[src/pkg/sci_consts.svh]
// constants of the serial command interpreter: characters, counts, sizes
// assumes a byte-wide receive stream and a character time given in cycles
`ifndef SCI_CONSTS_SVH
`define SCI_CONSTS_SVH

`define SCI_CH_STX    8'h02
`define SCI_CH_ETX    8'h03
`define SCI_CH_CR     8'h0d
`define SCI_CH_LF     8'h0a
`define SCI_CH_S      8'h53
`define SCI_CH_L      8'h4c
`define SCI_CH_COLON  8'h3a
`define SCI_CH_STAR   8'h2a
`define SCI_CH_GT     8'h3e
`define SCI_CH_PCT    8'h25
`define SCI_CH_T      8'h54
`define SCI_CH_QM     8'h3f
`define SCI_CH_EQ     8'h3d
`define SCI_CH_ZERO   8'h30
`define SCI_CH_O      8'h4f
`define SCI_CH_K      8'h4b
`define SCI_CH_E      8'h45
`define SCI_CH_R      8'h52

`define SCI_GAP_CHARS   18'h00003
`define SCI_JOIN_CHARS  18'h00002
`define SCI_BODY_MAX    3'h6
`define SCI_TMODE_MAX   2'h2
`define SCI_TMODE_RST   2'h0
`define SCI_FIFO_WIDTH  8
`define SCI_FIFO_DEPTH  16

`endif

[src/pkg/sci_pkg.sv]
// types of the serial command interpreter
// assumes sci_consts.svh for the numeric constants
package sci_pkg;
  typedef logic [1:0] tmode_t;
  typedef enum logic [2:0] {
    P_IDLE  = 3'b000,
    P_DATA  = 3'b001,
    P_GOT_S = 3'b010,
    P_CMD   = 3'b011,
    P_FLUSH = 3'b100
  } parse_t;
  typedef enum logic [1:0] {
    R_OK  = 2'b00,
    R_ERR = 2'b01,
    R_VAL = 2'b10
  } reply_t;
  typedef enum logic {
    S_QUIET = 1'b0,
    S_SEND  = 1'b1
  } send_t;
endpackage
[src/pkg/byte_stream_if.sv]
// valid/ready byte stream between the interpreter and its fifo
// assumes one clock shared by both ends
`timescale 1ns/1ps
interface byte_stream_if #(parameter int WIDTH = 8);
  logic             valid;
  logic             ready;
  logic [WIDTH-1:0] data;
  modport src (output valid, output data, input ready);
  modport snk (input valid, input data, output ready);
endinterface

[src/hdl/byte_fifo.sv]
// synchronous fifo with valid/ready on both sides
// assumes depth is a power of two
`timescale 1ns/1ps
module byte_fifo #(
  parameter int WIDTH = 8,
  parameter int DEPTH = 16
) (
  input  wire logic clk,
  input  wire logic reset,
  byte_stream_if.snk wr,
  byte_stream_if.src rd
);
  localparam int AW = $clog2(DEPTH);

  logic [WIDTH-1:0] mem [DEPTH];
  logic [AW:0]      wp_r;
  logic [AW:0]      wp_nxt;
  logic [AW:0]      rp_r;
  logic [AW:0]      rp_nxt;
  logic             full;
  logic             empty;

  // full when pointers differ only in the wrap bit
  assign full     = (wp_r[AW] != rp_r[AW]) && (wp_r[AW-1:0] == rp_r[AW-1:0]);
  assign empty    = (wp_r == rp_r);
  assign wr.ready = !full;
  assign rd.valid = !empty;
  assign rd.data  = mem[rp_r[AW-1:0]];

  // pointer advance
  always_comb begin
    wp_nxt = wp_r;
    rp_nxt = rp_r;
    if (wr.valid && !full) wp_nxt = wp_r + 1'b1;
    if (rd.ready && !empty) rp_nxt = rp_r + 1'b1;
  end

  always_ff @(posedge clk or posedge reset) begin
    if (reset) begin
      wp_r <= '0;
      rp_r <= '0;
    end else begin
      wp_r <= wp_nxt;
      rp_r <= rp_nxt;
    end
  end

  // storage, no reset needed
  always_ff @(posedge clk) begin
    if (wr.valid && !full) mem[wp_r[AW-1:0]] <= wr.data;
  end
endmodule

[src/hdl/serial_command_interpreter.sv]
// in-band command interpreter on the modem's serial data port
// assumes an outside uart gives received bytes and start-bit pulses
// Function
// - commands are handled only when the stored command feature is on
// - command is one unbroken run, isolated by three character times silence
// - commands use the same character format and rate as data
// - a command arriving aborts an ongoing radio reception
// - command-made settings are volatile; power-up restores stored ones
// - a save command writes current settings into permanent storage
// - command is prefix letters, body, carriage return, optional line feed
// - carriage return alone terminates; line feed not required
// - every isolated prefixed string is a command; invalid bodies ignored
// - command characters never go to the radio
// - reply is stx, prefix letters, text, etx, cr, lf
// - reply text is OK, queried value, or ERROR
// - plain and extended syntax selectable, same command form
`timescale 1ns/1ps
`include "sci_consts.svh"
module serial_command_interpreter (
  input  wire logic            clk,
  input  wire logic            reset,
  input  wire logic            cmd_enable,
  input  wire logic            ext_syntax,
  input  wire logic [15:0]     char_cycles,
  input  wire logic            rx_start,
  input  wire logic            rx_valid,
  input  wire logic [7:0]      rx_byte,
  output logic                 rx_ready,
  input  wire logic            radio_busy,
  output logic                 rx_abort,
  output logic                 radio_valid,
  output logic [7:0]           radio_data,
  input  wire logic            radio_ready,
  output logic                 tx_valid,
  output logic [7:0]           tx_byte,
  input  wire logic            tx_ready,
  input  wire sci_pkg::tmode_t nv_test_mode,
  output sci_pkg::tmode_t      test_mode,
  output logic                 save_req,
  output sci_pkg::tmode_t      save_data
);
  import sci_pkg::*;

  byte_stream_if #(.WIDTH(`SCI_FIFO_WIDTH)) fin ();
  byte_stream_if #(.WIDTH(`SCI_FIFO_WIDTH)) fout ();

  byte_fifo #(.WIDTH(`SCI_FIFO_WIDTH), .DEPTH(`SCI_FIFO_DEPTH)) u_fifo (
    .clk   (clk),
    .reset (reset),
    .wr    (fin.snk),
    .rd    (fout.src)
  );

  // silence counter in cycles since the last start bit or byte
  logic [17:0] quiet_r;
  logic [17:0] quiet_nxt;
  logic [17:0] gap_thr;
  logic [17:0] join_thr;
  logic        gap_hit;
  logic        take;

  assign take     = rx_valid && rx_ready;
  assign gap_thr  = 18'(`SCI_GAP_CHARS * char_cycles);
  assign join_thr = 18'(`SCI_JOIN_CHARS * char_cycles);
  assign gap_hit  = (quiet_r == gap_thr);

  always_comb begin
    quiet_nxt = quiet_r;
    if (rx_start || take) quiet_nxt = '0;
    else if (quiet_r != 18'h3ffff) quiet_nxt = quiet_r + 18'h00001;
  end

  always_ff @(posedge clk or posedge reset) begin
    if (reset) quiet_r <= 18'h3ffff;
    else quiet_r <= quiet_nxt;
  end

  // parser state
  parse_t     st_r;
  parse_t     st_nxt;
  parse_t     fl_next_r;
  parse_t     fl_next_nxt;
  logic [7:0] held_r;
  logic [7:0] held_nxt;
  logic       pend_r;
  logic       pend_nxt;
  logic [7:0] pbyte_r;
  logic [7:0] pbyte_nxt;
  logic       ready_r;
  logic       ready_nxt;
  logic       abort_r;
  logic       abort_nxt;
  logic [7:0] body_r [6];
  logic [7:0] body_nxt [6];
  logic [2:0] len_r;
  logic [2:0] len_nxt;
  logic       ovf_r;
  logic       ovf_nxt;
  logic       broken_r;
  logic       broken_nxt;
  logic       exec;

  // true when a terminator sits at position k and nothing but lf follows
  function automatic logic term_at(input logic [7:0] b [6],
                                   input logic [2:0] n,
                                   input logic [2:0] k);
    logic ok;
    ok = 1'b0;
    if (k < 3'h6 && b[k] == `SCI_CH_CR) begin
      if (n == k + 3'h1) ok = 1'b1;
      else if (n == k + 3'h2 && k < 3'h5 && b[k+3'h1] == `SCI_CH_LF)
        ok = 1'b1;
    end
    return ok;
  endfunction

  always_comb begin
    st_nxt      = st_r;
    fl_next_nxt = fl_next_r;
    held_nxt    = held_r;
    pend_nxt    = pend_r;
    pbyte_nxt   = pbyte_r;
    abort_nxt   = 1'b0;
    body_nxt    = body_r;
    len_nxt     = len_r;
    ovf_nxt     = ovf_r;
    broken_nxt  = broken_r;
    exec        = 1'b0;
    if (pend_r && fin.ready) pend_nxt = 1'b0;
    unique case (st_r)
      P_IDLE: begin
        if (take) begin
          if (cmd_enable && rx_byte == `SCI_CH_S) begin
            st_nxt = P_GOT_S;
          end else begin
            pend_nxt  = 1'b1;
            pbyte_nxt = rx_byte;
            st_nxt    = P_DATA;
          end
        end
      end
      P_DATA: begin
        if (take) begin
          pend_nxt  = 1'b1;
          pbyte_nxt = rx_byte;
        end else if (gap_hit) begin
          st_nxt = P_IDLE;
        end
      end
      P_GOT_S: begin
        if (take && rx_byte == `SCI_CH_L) begin
          st_nxt     = P_CMD;
          len_nxt    = '0;
          ovf_nxt    = 1'b0;
          broken_nxt = 1'b0;
          abort_nxt  = radio_busy;
        end else if (take) begin
          pend_nxt    = 1'b1;                            // not a command
          pbyte_nxt   = `SCI_CH_S;
          held_nxt    = rx_byte;
          fl_next_nxt = P_DATA;
          st_nxt      = P_FLUSH;
        end else if (gap_hit) begin
          held_nxt    = `SCI_CH_S;                       // lone letter is data
          fl_next_nxt = P_IDLE;
          st_nxt      = P_FLUSH;
        end
      end
      P_CMD: begin
        // whole run is swallowed, never reaching the radio
        if (take) begin
          if (quiet_r > join_thr) broken_nxt = 1'b1;
          if (len_r == `SCI_BODY_MAX) ovf_nxt = 1'b1;
          else begin
            body_nxt[len_r] = rx_byte;
            len_nxt         = len_r + 3'h1;
          end
        end else if (gap_hit) begin
          exec   = !broken_r && !ovf_r;
          st_nxt = P_IDLE;
        end
      end
      P_FLUSH: begin
        if (!pend_nxt) begin
          pend_nxt  = 1'b1;
          pbyte_nxt = held_r;
          st_nxt    = fl_next_r;
        end
      end
      default: st_nxt = P_IDLE;
    endcase
    ready_nxt = !pend_nxt && st_nxt != P_FLUSH;
  end

  always_ff @(posedge clk or posedge reset) begin
    if (reset) begin
      st_r      <= P_IDLE;
      fl_next_r <= P_IDLE;
      held_r    <= 8'h00;
      pend_r    <= 1'b0;
      pbyte_r   <= 8'h00;
      ready_r   <= 1'b0;
      abort_r   <= 1'b0;
      body_r    <= '{default: 8'h00};
      len_r     <= 3'h0;
      ovf_r     <= 1'b0;
      broken_r  <= 1'b0;
    end else begin
      st_r      <= st_nxt;
      fl_next_r <= fl_next_nxt;
      held_r    <= held_nxt;
      pend_r    <= pend_nxt;
      pbyte_r   <= pbyte_nxt;
      ready_r   <= ready_nxt;
      abort_r   <= abort_nxt;
      body_r    <= body_nxt;
      len_r     <= len_nxt;
      ovf_r     <= ovf_nxt;
      broken_r  <= broken_nxt;
    end
  end

  assign fin.valid = pend_r;
  assign fin.data  = pbyte_r;
  assign rx_ready  = ready_r;
  assign rx_abort  = abort_r;

  // command decode and settings
  send_t      ss_r;
  send_t      ss_nxt;
  reply_t     kind_r;
  reply_t     kind_nxt;
  logic       ext_r;
  logic       ext_nxt;
  logic [3:0] idx_r;
  logic [3:0] idx_nxt;
  tmode_t     tm_r;
  tmode_t     tm_nxt;
  logic       load_r;
  logic       save_r;
  logic       save_nxt;
  tmode_t     sdat_r;
  tmode_t     sdat_nxt;
  logic       txv_r;
  logic       txv_nxt;
  logic [7:0] txb_r;
  logic [7:0] txb_nxt;
  logic [8:0] rep;
  logic       is_save;
  logic       is_tq;
  logic       is_tset;
  logic [7:0] digit;

  assign digit   = body_r[3] - `SCI_CH_ZERO;
  assign is_save = body_r[0] == `SCI_CH_STAR && body_r[1] == `SCI_CH_STAR &&
                   body_r[2] == `SCI_CH_GT && term_at(body_r, len_r, 3'h3);
  assign is_tq   = body_r[0] == `SCI_CH_PCT && body_r[1] == `SCI_CH_T &&
                   body_r[2] == `SCI_CH_QM && term_at(body_r, len_r, 3'h3);
  assign is_tset = body_r[0] == `SCI_CH_PCT && body_r[1] == `SCI_CH_T &&
                   body_r[2] == `SCI_CH_EQ && term_at(body_r, len_r, 3'h4);

  // reply byte at index i: {last, byte}
  function automatic logic [8:0] reply_at(input reply_t k, input logic x,
                                          input tmode_t v,
                                          input logic [3:0] i);
    logic [7:0] t [5];
    logic [3:0] n;
    logic [8:0] r;
    t = '{default: 8'h00};
    n = 4'h1;
    unique case (k)
      R_OK: begin
        t[0] = `SCI_CH_O;
        t[1] = `SCI_CH_K;
        n    = 4'h2;
      end
      R_ERR: begin
        t = '{`SCI_CH_E, `SCI_CH_R, `SCI_CH_R, `SCI_CH_O, `SCI_CH_R};
        n = 4'h5;
      end
      default: begin
        if (x) begin
          t[0] = `SCI_CH_S;
          t[1] = `SCI_CH_L;
          t[2] = `SCI_CH_COLON;
          t[3] = `SCI_CH_ZERO + {6'h00, v};
          n    = 4'h4;
        end else t[0] = `SCI_CH_ZERO + {6'h00, v};
      end
    endcase
    // frame around the text
    if (i == 4'h0) r = {1'b0, `SCI_CH_STX};
    else if (i == 4'h1) r = {1'b0, `SCI_CH_S};
    else if (i == 4'h2) r = {1'b0, `SCI_CH_L};
    else if (i < n + 4'h3) r = {1'b0, t[3'(i - 4'h3)]};
    else if (i == n + 4'h3) r = {1'b0, `SCI_CH_ETX};
    else if (i == n + 4'h4) r = {1'b0, `SCI_CH_CR};
    else r = {1'b1, `SCI_CH_LF};
    return r;
  endfunction

  assign rep = reply_at(kind_r, ext_r, tm_r, idx_r);

  always_comb begin
    ss_nxt   = ss_r;
    kind_nxt = kind_r;
    ext_nxt  = ext_r;
    idx_nxt  = idx_r;
    tm_nxt   = tm_r;
    save_nxt = 1'b0;
    sdat_nxt = sdat_r;
    txv_nxt  = txv_r;
    txb_nxt  = txb_r;
    if (load_r) tm_nxt = nv_test_mode;
    unique case (ss_r)
      S_QUIET: begin
        // commands arriving mid-reply are dropped
        if (exec && (is_save || is_tq || is_tset)) begin
          ss_nxt  = S_SEND;
          idx_nxt = 4'h0;
          ext_nxt = ext_syntax;
          if (is_save) begin
            kind_nxt = R_OK;
            save_nxt = 1'b1;
            sdat_nxt = tm_r;
          end else if (is_tq) begin
            kind_nxt = R_VAL;
          end else if (digit <= 8'(`SCI_TMODE_MAX)) begin
            kind_nxt = R_OK;
            tm_nxt   = digit[1:0];
          end else begin
            kind_nxt = R_ERR;
          end
        end
      end
      S_SEND: begin
        if (!txv_r || tx_ready) begin
          txv_nxt = 1'b1;
          txb_nxt = rep[7:0];
          idx_nxt = idx_r + 4'h1;
          if (rep[8]) ss_nxt = S_QUIET;
        end
      end
    endcase
    if (ss_r == S_QUIET && txv_r && tx_ready) txv_nxt = 1'b0;
  end

  always_ff @(posedge clk or posedge reset) begin
    if (reset) begin
      ss_r   <= S_QUIET;
      kind_r <= R_OK;
      ext_r  <= 1'b0;
      idx_r  <= 4'h0;
      tm_r   <= `SCI_TMODE_RST;
      load_r <= 1'b1;
      save_r <= 1'b0;
      sdat_r <= `SCI_TMODE_RST;
      txv_r  <= 1'b0;
      txb_r  <= 8'h00;
    end else begin
      ss_r   <= ss_nxt;
      kind_r <= kind_nxt;
      ext_r  <= ext_nxt;
      idx_r  <= idx_nxt;
      tm_r   <= tm_nxt;
      load_r <= 1'b0;
      save_r <= save_nxt;
      sdat_r <= sdat_nxt;
      txv_r  <= txv_nxt;
      txb_r  <= txb_nxt;
    end
  end

  assign tx_valid  = txv_r;
  assign tx_byte   = txb_r;
  assign test_mode = tm_r;
  assign save_req  = save_r;
  assign save_data = sdat_r;

  // registered output stage toward the radio
  logic       rv_r;
  logic       rv_nxt;
  logic [7:0] rd_r;
  logic [7:0] rd_nxt;

  assign fout.ready = !rv_r || radio_ready;

  always_comb begin
    rv_nxt = rv_r;
    rd_nxt = rd_r;
    if (fout.ready) begin
      rv_nxt = fout.valid;
      if (fout.valid) rd_nxt = fout.data;
    end
  end

  always_ff @(posedge clk or posedge reset) begin
    if (reset) begin
      rv_r <= 1'b0;
      rd_r <= 8'h00;
    end else begin
      rv_r <= rv_nxt;
      rd_r <= rd_nxt;
    end
  end

  assign radio_valid = rv_r;
  assign radio_data  = rd_r;
endmodule

[config.mk]
export PLATFORM = sky130hd
export DESIGN_NAME = serial_command_interpreter
export DESIGN_NICKNAME = d
export VERILOG_FILES = /design/src/pkg/sci_pkg.sv /design/src/pkg/byte_stream_if.sv /design/src/hdl/byte_fifo.sv /design/src/hdl/serial_command_interpreter.sv
export VERILOG_INCLUDE_DIRS = /design/src /design/src/pkg
export SDC_FILE = /design/constraint.sdc
export NUM_CORES = 1
export LEC_CHECK = 0
export CAP_MARGIN = 20
export CORE_ASPECT_RATIO = 0.6
export CORE_UTILIZATION = 55
export DETAILED_ROUTE_END_ITERATION = 10
export DONT_BUFFER_PORTS = 1
export PLACE_DENSITY = 0.7
export SETUP_SLACK_MARGIN = 0.1
export SKIP_CTS_REPAIR_TIMING = 1
export SLEW_MARGIN = 20
export SYNTH_ARGS = -nofsm -noshare
export SYNTH_HDL_FRONTEND = slang
export SYNTH_SLANG_ARGS = --single-unit
[constraint.sdc]
create_clock -name clk -period 5.3 [get_ports clk]
set_input_delay 0.53 -clock clk [delete_from_list [all_inputs] [get_ports clk]]
set_output_delay 0.53 -clock clk [all_outputs]
set_load 0.01 [all_outputs]
==> results.md, run 1 <==
* Outcome: finished clean
* Detailed Place HPWL at 22400 µm
* Initial core utilization at 0.571
* #FFs+latches synth at 263
* Area delta synth->final at 8.66%
* Post-synth EDFFs at 128
* HP Class: primary input to async pin
* Row cnt at 43
* CP max FO at 6
* Clock transition at path regs at 70 ps
* Per-cell routed wire length at 22.9 µm
* R2r setup slk at 2130 ps
* Die span in y at 123 µm
* Post-synth cell types at 81
* CP dominant cell by count: a2111oi_4
* CTS max path bufs at 3
* Levels on crit path at 9
* Final setup TNS at 0 ps
* Pwr dens at 451 nW/µm²
* Via count at 8848
* Layout cells sized above 1 at 0.176
* Initial antenna violation count at 3
* Post-Syn Instances at 1064
* CP endpoint: test_mode[0]
* Pre-CTS setup slack at 1790 ps
* Crit path time final at 3170 ps
* CP top delay family: compound AO/OA/AOI/OAI gates
* Max Clock Skew at 8.02 ps
* WP buf/inv at 1
* Fill cells at 1837
* Register area at 7250 µm²
* Die width at 203 µm
* Critical Path Slowest Stage Cell: dfrtp_1
* First-pass GRT wire length at 50000 µm
* VDD IR max at 0.000295 V
* Async set-reset flop share out of synthesis at 0.513
* Total Wirelength at 31900 µm
* Syn Std Cell Area at 13400 µm²
* Final hold vios at 0
* Worst r2r dst: test_mode[0]
* R2R depth at 9
* Tcrit/Tclk final at 0.599
* H-tree Lvls at 1
* Slew at the pin closest to its max-slew limit at 1070 ps
* Setup crit end kind: flop
* Synth Area per Inst at 12.6 µm²
* Leakage at 0.00562 µW
* YS warnings at 0
* Commonest non-fill, non-tap cell in the layout: edfxtp_1
* Synth Flop Type: edfxtp_1
* Die area at 25000 µm²
* Critical Path Start: len_r[1]
* Area of the multi-input gates at 5780 µm²
* Max_slew headroom at 0.280
* Register area share after synthesis at 0.541
* RD Place Congestion at 1.01
* FF-to-FF Start: len_r[1]
* Clock sink count at 263
* RSZ-0062 raised after global routing: no
* CTS root buffer: clkbuf_16
* # nets final at 1143
* Port bufs at 0
* Maxcap violations at 0
* Largest net degree at the start of global routing at 89
* Drt via density at 6.36
* Critical setup path kind: flop to flop
* Fmax at 315 MHz
* CP Data Required Time at 5690 ps
* Gr usage total at 0.266
* Leading cell types in the layout, fill and taps excluded: 128 x edfxtp_1, 115 x dfrtp_1, 82 x nor2_1, 71 x nand2_1, 60 x mux2_2
* Critical path arrival at 3570 ps
* Drt drc at 0
* WHS at 19.4 ps
* Fin area at 14500 µm²
* Core region area at 23500 µm²
* Final WS setup at 2130 ps
* CTS tree: yes
* Number of global-route vias before repair at 8515
* Gr ovfl total at 0
* CP cell instances: inv_1, ha_1, nor4bb_1, a31oi_1, a2111oi_4, o21ai_2, a2111oi_4, nand4_1, mux2_1
* # setup viols final at 0
* Max-slew violation count at 0
* Io pins at 60
* Latest clock arrival within the worst-skew pair at 520 ps
* DR iter-0 viols at 830
* Post-route ant nets at 0
* Placed inst area at 13700 µm²
* Cts bufs inserted at 24
* Nature of the critical path startpoint: flop
* Final Core Density at 0.620
* DR pass1 iterations at 5
* Crit-path max cell delay at 450 ps
==> cell usage after synthesis (7+ instances only) <==
master,count,share of area
edfxtp_1,128,0.29
dfrtp_1,116,0.22
nor2_1,82,0.023
nand2_1,71,0.020
mux2_2,60,0.050
ha_1,50,0.047
inv_1,48,0.013
a21oi_1,44,0.016
mux4_2,40,0.067
o21ai_0,36,0.013
clkbuf_1,29,0.0081
xnor2_1,29,0.019
xor2_1,25,0.016
nand4_1,23,0.011
nand3_1,21,0.0079
dfstp_2,19,0.037
nand2b_1,16,0.0075
nor3_1,12,0.0045
nor4_1,11,0.0051
o211ai_1,11,0.0062
nor2b_1,10,0.0047
o21ai_1,9,0.0034
a21o_1,8,0.0045
and3_1,7,0.0033
and4_1,7,0.0046
buf_2,7,0.0026
mux2i_1,7,0.0052
nor4bb_1,7,0.0052
==> metrics by stage <==
step | std cells | power (µW)
2_1_floorplan | 1065 | 4190
3_3_place_gp | 1346 | 4620
3_5_place_dp | 1346 | 4680
4_1_cts | 1390 | 6580
5_1_grt | 1390 | 6860
6_report | 1391 | 6560
==> worst min path at each step <==
stage,endpoint,startpoint,slack (ps)
after global routing,u_fifo.rp_r[4],reset,90
final,u_fifo.rp_r[2],reset,20
after CTS,u_fifo.rp_r[2],reset,60
after global placement,u_fifo.wp_r[4],u_fifo.wp_r[4],470
after detailed placement,body_r[32],body_r[32],490
after floorplan,u_fifo.wp_r[4],u_fifo.wp_r[4],460
==> metal layers <==
metal | global-route usage | vias up | wire [µm]
met2 | 0.352 | 409 | 12700
met3 | 0.0659 | 34 | 3460
met1 | 0.439 | 4414 | 15400
li1 | - | 3989 | -
met4 | 0.0399 | 2 | 363
met5 | 0 | - | 13
==> power breakdown <==
part / total [µW] / switching (µW) / internal, µW
Sequential: 3160 / 478 / 2680
Clock: 1890 / 749 / 1140
Combinational: 1510 / 751 / 763
==> kinds of logic (layout without fill, tap and decap cells) <==
logic type               Yosys count  in the layout  synth area share
adder cells (fa/ha/maj)           51             51            0.0482
AND/OR/NAND/NOR                  308            308             0.124
other                              1              3          0.000280
flip-flops                       263            263             0.541
XOR/XNOR                          54             54            0.0353
multiplexers                     117            117             0.133
buffers and inverters             91            101            0.0267
AO/OA/AOI/OAI                    179            179            0.0912
==> cell type report <==
| class | instances | share of cell area |
|---|---|---|
| Tap cell | 315 | 0.0271 |
| Multi-Input combinational cell | 711 | 0.398 |
| Clock buffer | 32 | 0.0463 |
| Clock inverter | 12 | 0.0130 |
| Sequential cell | 263 | 0.498 |
| Inverter | 48 | 0.0127 |
| Timing Repair Buffer | 9 | 0.00465 |
| Antenna cell | 1 | 0.000172 |
==> flip-flops by register name (all words and copies together), names as in the netlist, 2 cells and up <==
signal       count
body_r          48
fin.data         8
held_r           8
idx_r            4
kind_r           2
len_r            3
quiet_r         18
radio_data       8
save_data        2
st_r             3
test_mode        2
tx_byte          7
u_fifo.mem     128
u_fifo.rp_r      5
u_fifo.wp_r      5
No activity file was read; power rests on OpenSTA's default activity.
==> run 2, diff against run 1 <==
--- a/config.mk
+++ b/config.mk
@@ -6,6 +6,7 @@
 export SDC_FILE = /design/constraint.sdc
 export NUM_CORES = 1
 export LEC_CHECK = 0
+export ABC_AREA = 1
 export CAP_MARGIN = 20
 export CORE_ASPECT_RATIO = 0.6
 export CORE_UTILIZATION = 55
==> constraint.sdc (replaced) <==
create_clock -name clk -period 3.15 [get_ports clk]
set_input_delay 0.315 -clock clk [delete_from_list [all_inputs] [get_ports clk]]
set_output_delay 0.315 -clock clk [all_outputs]
set_load 0.01 [all_outputs]
==> results.md, run 2 <==
* RSZ-0062 raised after global routing: no
* Final setup TNS at 0 ps (unchanged)
* Crit path time final at 2740 ps (-438 ps)
* DR iter-0 viols at 947 (+14%)
* Max-slew violation count at 0 (unchanged)
* Drt drc at 0 (unchanged)
* Nature of the critical path startpoint: flop
* Main area contributors after synthesis: edfxtp_1 29%, dfrtp_1 22%, nand2_1 7.6%
* Initial antenna violation count at 0 (-3)
* Row cnt at 43 (unchanged)
* Leakage at 0.00595 µW (+5.8%)
* HP Class: primary input to flop
* RD Place Congestion at 0.951 (-6.2%)
* # setup viols final at 0 (unchanged)
* R2r setup slk at 410 ps (-1710 ps)
* Critical setup path kind: flop to flop
* Largest area contributor in the synthesized netlist: edfxtp_1
* Core region area at 23200 µm² (-0.92%)
* Post-route ant nets at 0 (unchanged)
* Clock transition at path regs at 60 ps (about the same)
* Syn Std Cell Area at 13100 µm² (-2.0%)
* # nets final at 1523 (+33%)
* Outcome: finished with violations
* H-tree Lvls at 1 (unchanged)
* Setup crit end kind: flop
* Die span in y at 122 µm (-0.99%)
* Via count at 10000 (+13%)
* Gr usage total at 0.262 (-0.00369)
* Final Core Density at 0.616 (-0.00411)
* Per-cell routed wire length at 17.9 µm (-22%)
* Slew at the pin closest to its max-slew limit at 858 ps (-213 ps)
* DR pass1 iterations at 5 (unchanged)
* Post-synth EDFFs at 128 (unchanged)
* Top-area cell type share of the netlist area at 0.293 (+0.00589)
* Largest register FFs at 128 (unchanged)
* Total Wirelength at 31700 µm (-0.70%)
* Pwr dens at 666 nW/µm² (+48%)
* Commonest non-fill, non-tap cell in the layout: nand2_1
* Max Clock Skew at 19.1 ps (+11.1 ps)
* Layout cells sized above 1 at 0.0687 (-0.107)
* First-pass GRT wire length at 50300 µm (+0.76%)
* Gr ovfl total at 0 (unchanged)
* CTS max path bufs at 3 (unchanged)
* Fmax at 365 MHz (+16%)
* Die width at 201 µm (-1.0%)
* WHS at -0.121 ps (-19.5 ps)
* Drt via density at 5.66 (-11%)
* Cts bufs inserted at 24 (unchanged)
* Async set-reset flop share out of synthesis at 0.513 (unchanged)
* VDD IR max at 0.000484 V (+64%)
* Post-synth cell types at 57 (-30%)
* Tcrit/Tclk final at 0.869 (+0.270)
* Initial core utilization at 0.564 (-0.00629)
* Largest net degree at the start of global routing at 66 (-26%)
* Failing checks: hold timing
* Final hold vios at 1 (+1)
* CTS root buffer: clkbuf_16
* Maxcap violations at 0 (unchanged)
* CTS tree: yes
* CP Data Required Time at 3570 ps (-2120 ps)
* Most common cell in the netlist: nand2_1
* Post-Syn Instances at 1421 (+34%)
* Max_slew headroom at 0.426 (+0.146)
* YS warnings at 0 (unchanged)
* Register area share after synthesis at 0.552 (+0.0111)
* Synth Flop Type: edfxtp_1
* Number of global-route vias before repair at 9238 (+8.5%)
* Port bufs at 0 (unchanged)
* Detailed Place HPWL at 21900 µm (-2.0%)
* Area delta synth->final at 9.14%
* #FFs+latches synth at 263 (unchanged)
* Clock sink count at 263 (unchanged)
* Leading cell types in the layout, fill and taps excluded: 266 x nand2_1, 174 x nor2_1, 155 x inv_1, 154 x o21ai_0, 128 x edfxtp_1
* Commonest cells post-synth: 266 x nand2_1, 174 x nor2_1, 156 x inv_1
* Io pins at 60 (unchanged)
* Latest clock arrival within the worst-skew pair at 540 ps (+20 ps)
* Synth Area per Inst at 9.23 µm² (-27%)
* Die area at 24500 µm² (-2.0%)
* Critical path arrival at 3150 ps (-420 ps)
* ANT cells at 0 (-1)
* CP max FO at 12 (+6)
==> run 2: area by class of cell <==
type / instances / area (µm²)
inverter: 165 / 623
clock buffer: 30 / 623
multi-input combinational: 962 / 5120
fill: 1976 / 8930
clock inverter: 14 / 103
sequential: 263 / 7250
tap: 315 / 394
timing repair buffer: 21 / 203
==> run 2: metal layers <==
metal,wire [µm],vias up,global-route usage
met1,15800,4735,0.418
met2,13000,346,0.371
li1,-,4901,-
met5,0,-,0
met3,2390,43,0.0527
met4,516,0,0.0478
==> run 2: where the power goes <==
| group | internal [µW] | leakage [µW] | switching [µW] |
|---|---|---|---|
| combinational | 724 | 0.00274 | 1600 |
| sequential | 4070 | 0.00286 | 384 |
| clock | 1490 | 0.000351 | 1260 |
==> run 2: kinds of logic after synthesis <==
group,Yosys count,share of synthesized area
fa+ha+maj,51,0.0492
buf+inv,197,0.0573
other cells,1,0.000286
compound gates,290,0.126
xor+xnor,28,0.0193
simple gates,591,0.195
flops,263,0.552
==> run 2: worst paths after layout <==
check / start / endpoint / cells past startpoint
worst max-delay path: body_r[44] / save_data[0] / 10
worst min-delay path: nv_test_mode[0] / test_mode[0] / 4
worst max register to register: body_r[44] / save_data[0] / 10
worst min register to register: body_r[23] / body_r[23] / 2
max in group asynchronous: reset / quiet_r[2] / 3
min in group asynchronous: reset / rx_abort / 2
==> run 2: per-stage QoR <==
step	power, µW	instance area (µm²)	instances	worst slack, ps
after floorplan	5990	13100	1422	774
after global placement	6750	13500	1718	307
after detailed placement	6820	13500	1718	220
after CTS	9560	14200	1762	510
after global routing	10000	14300	1770	126
final	9530	14300	1770	413
==> run 2: critical path: stages (launching register included) <==
cell,delay (ps)
dfrtp_1,390
nor4_2,410
nand2_1,100
nor4_1,560
o21ai_1,300
nand2_1,110
nand2_1,80
nor2_4,280
nand3_1,220
nand2_1,110
o21ai_1,70
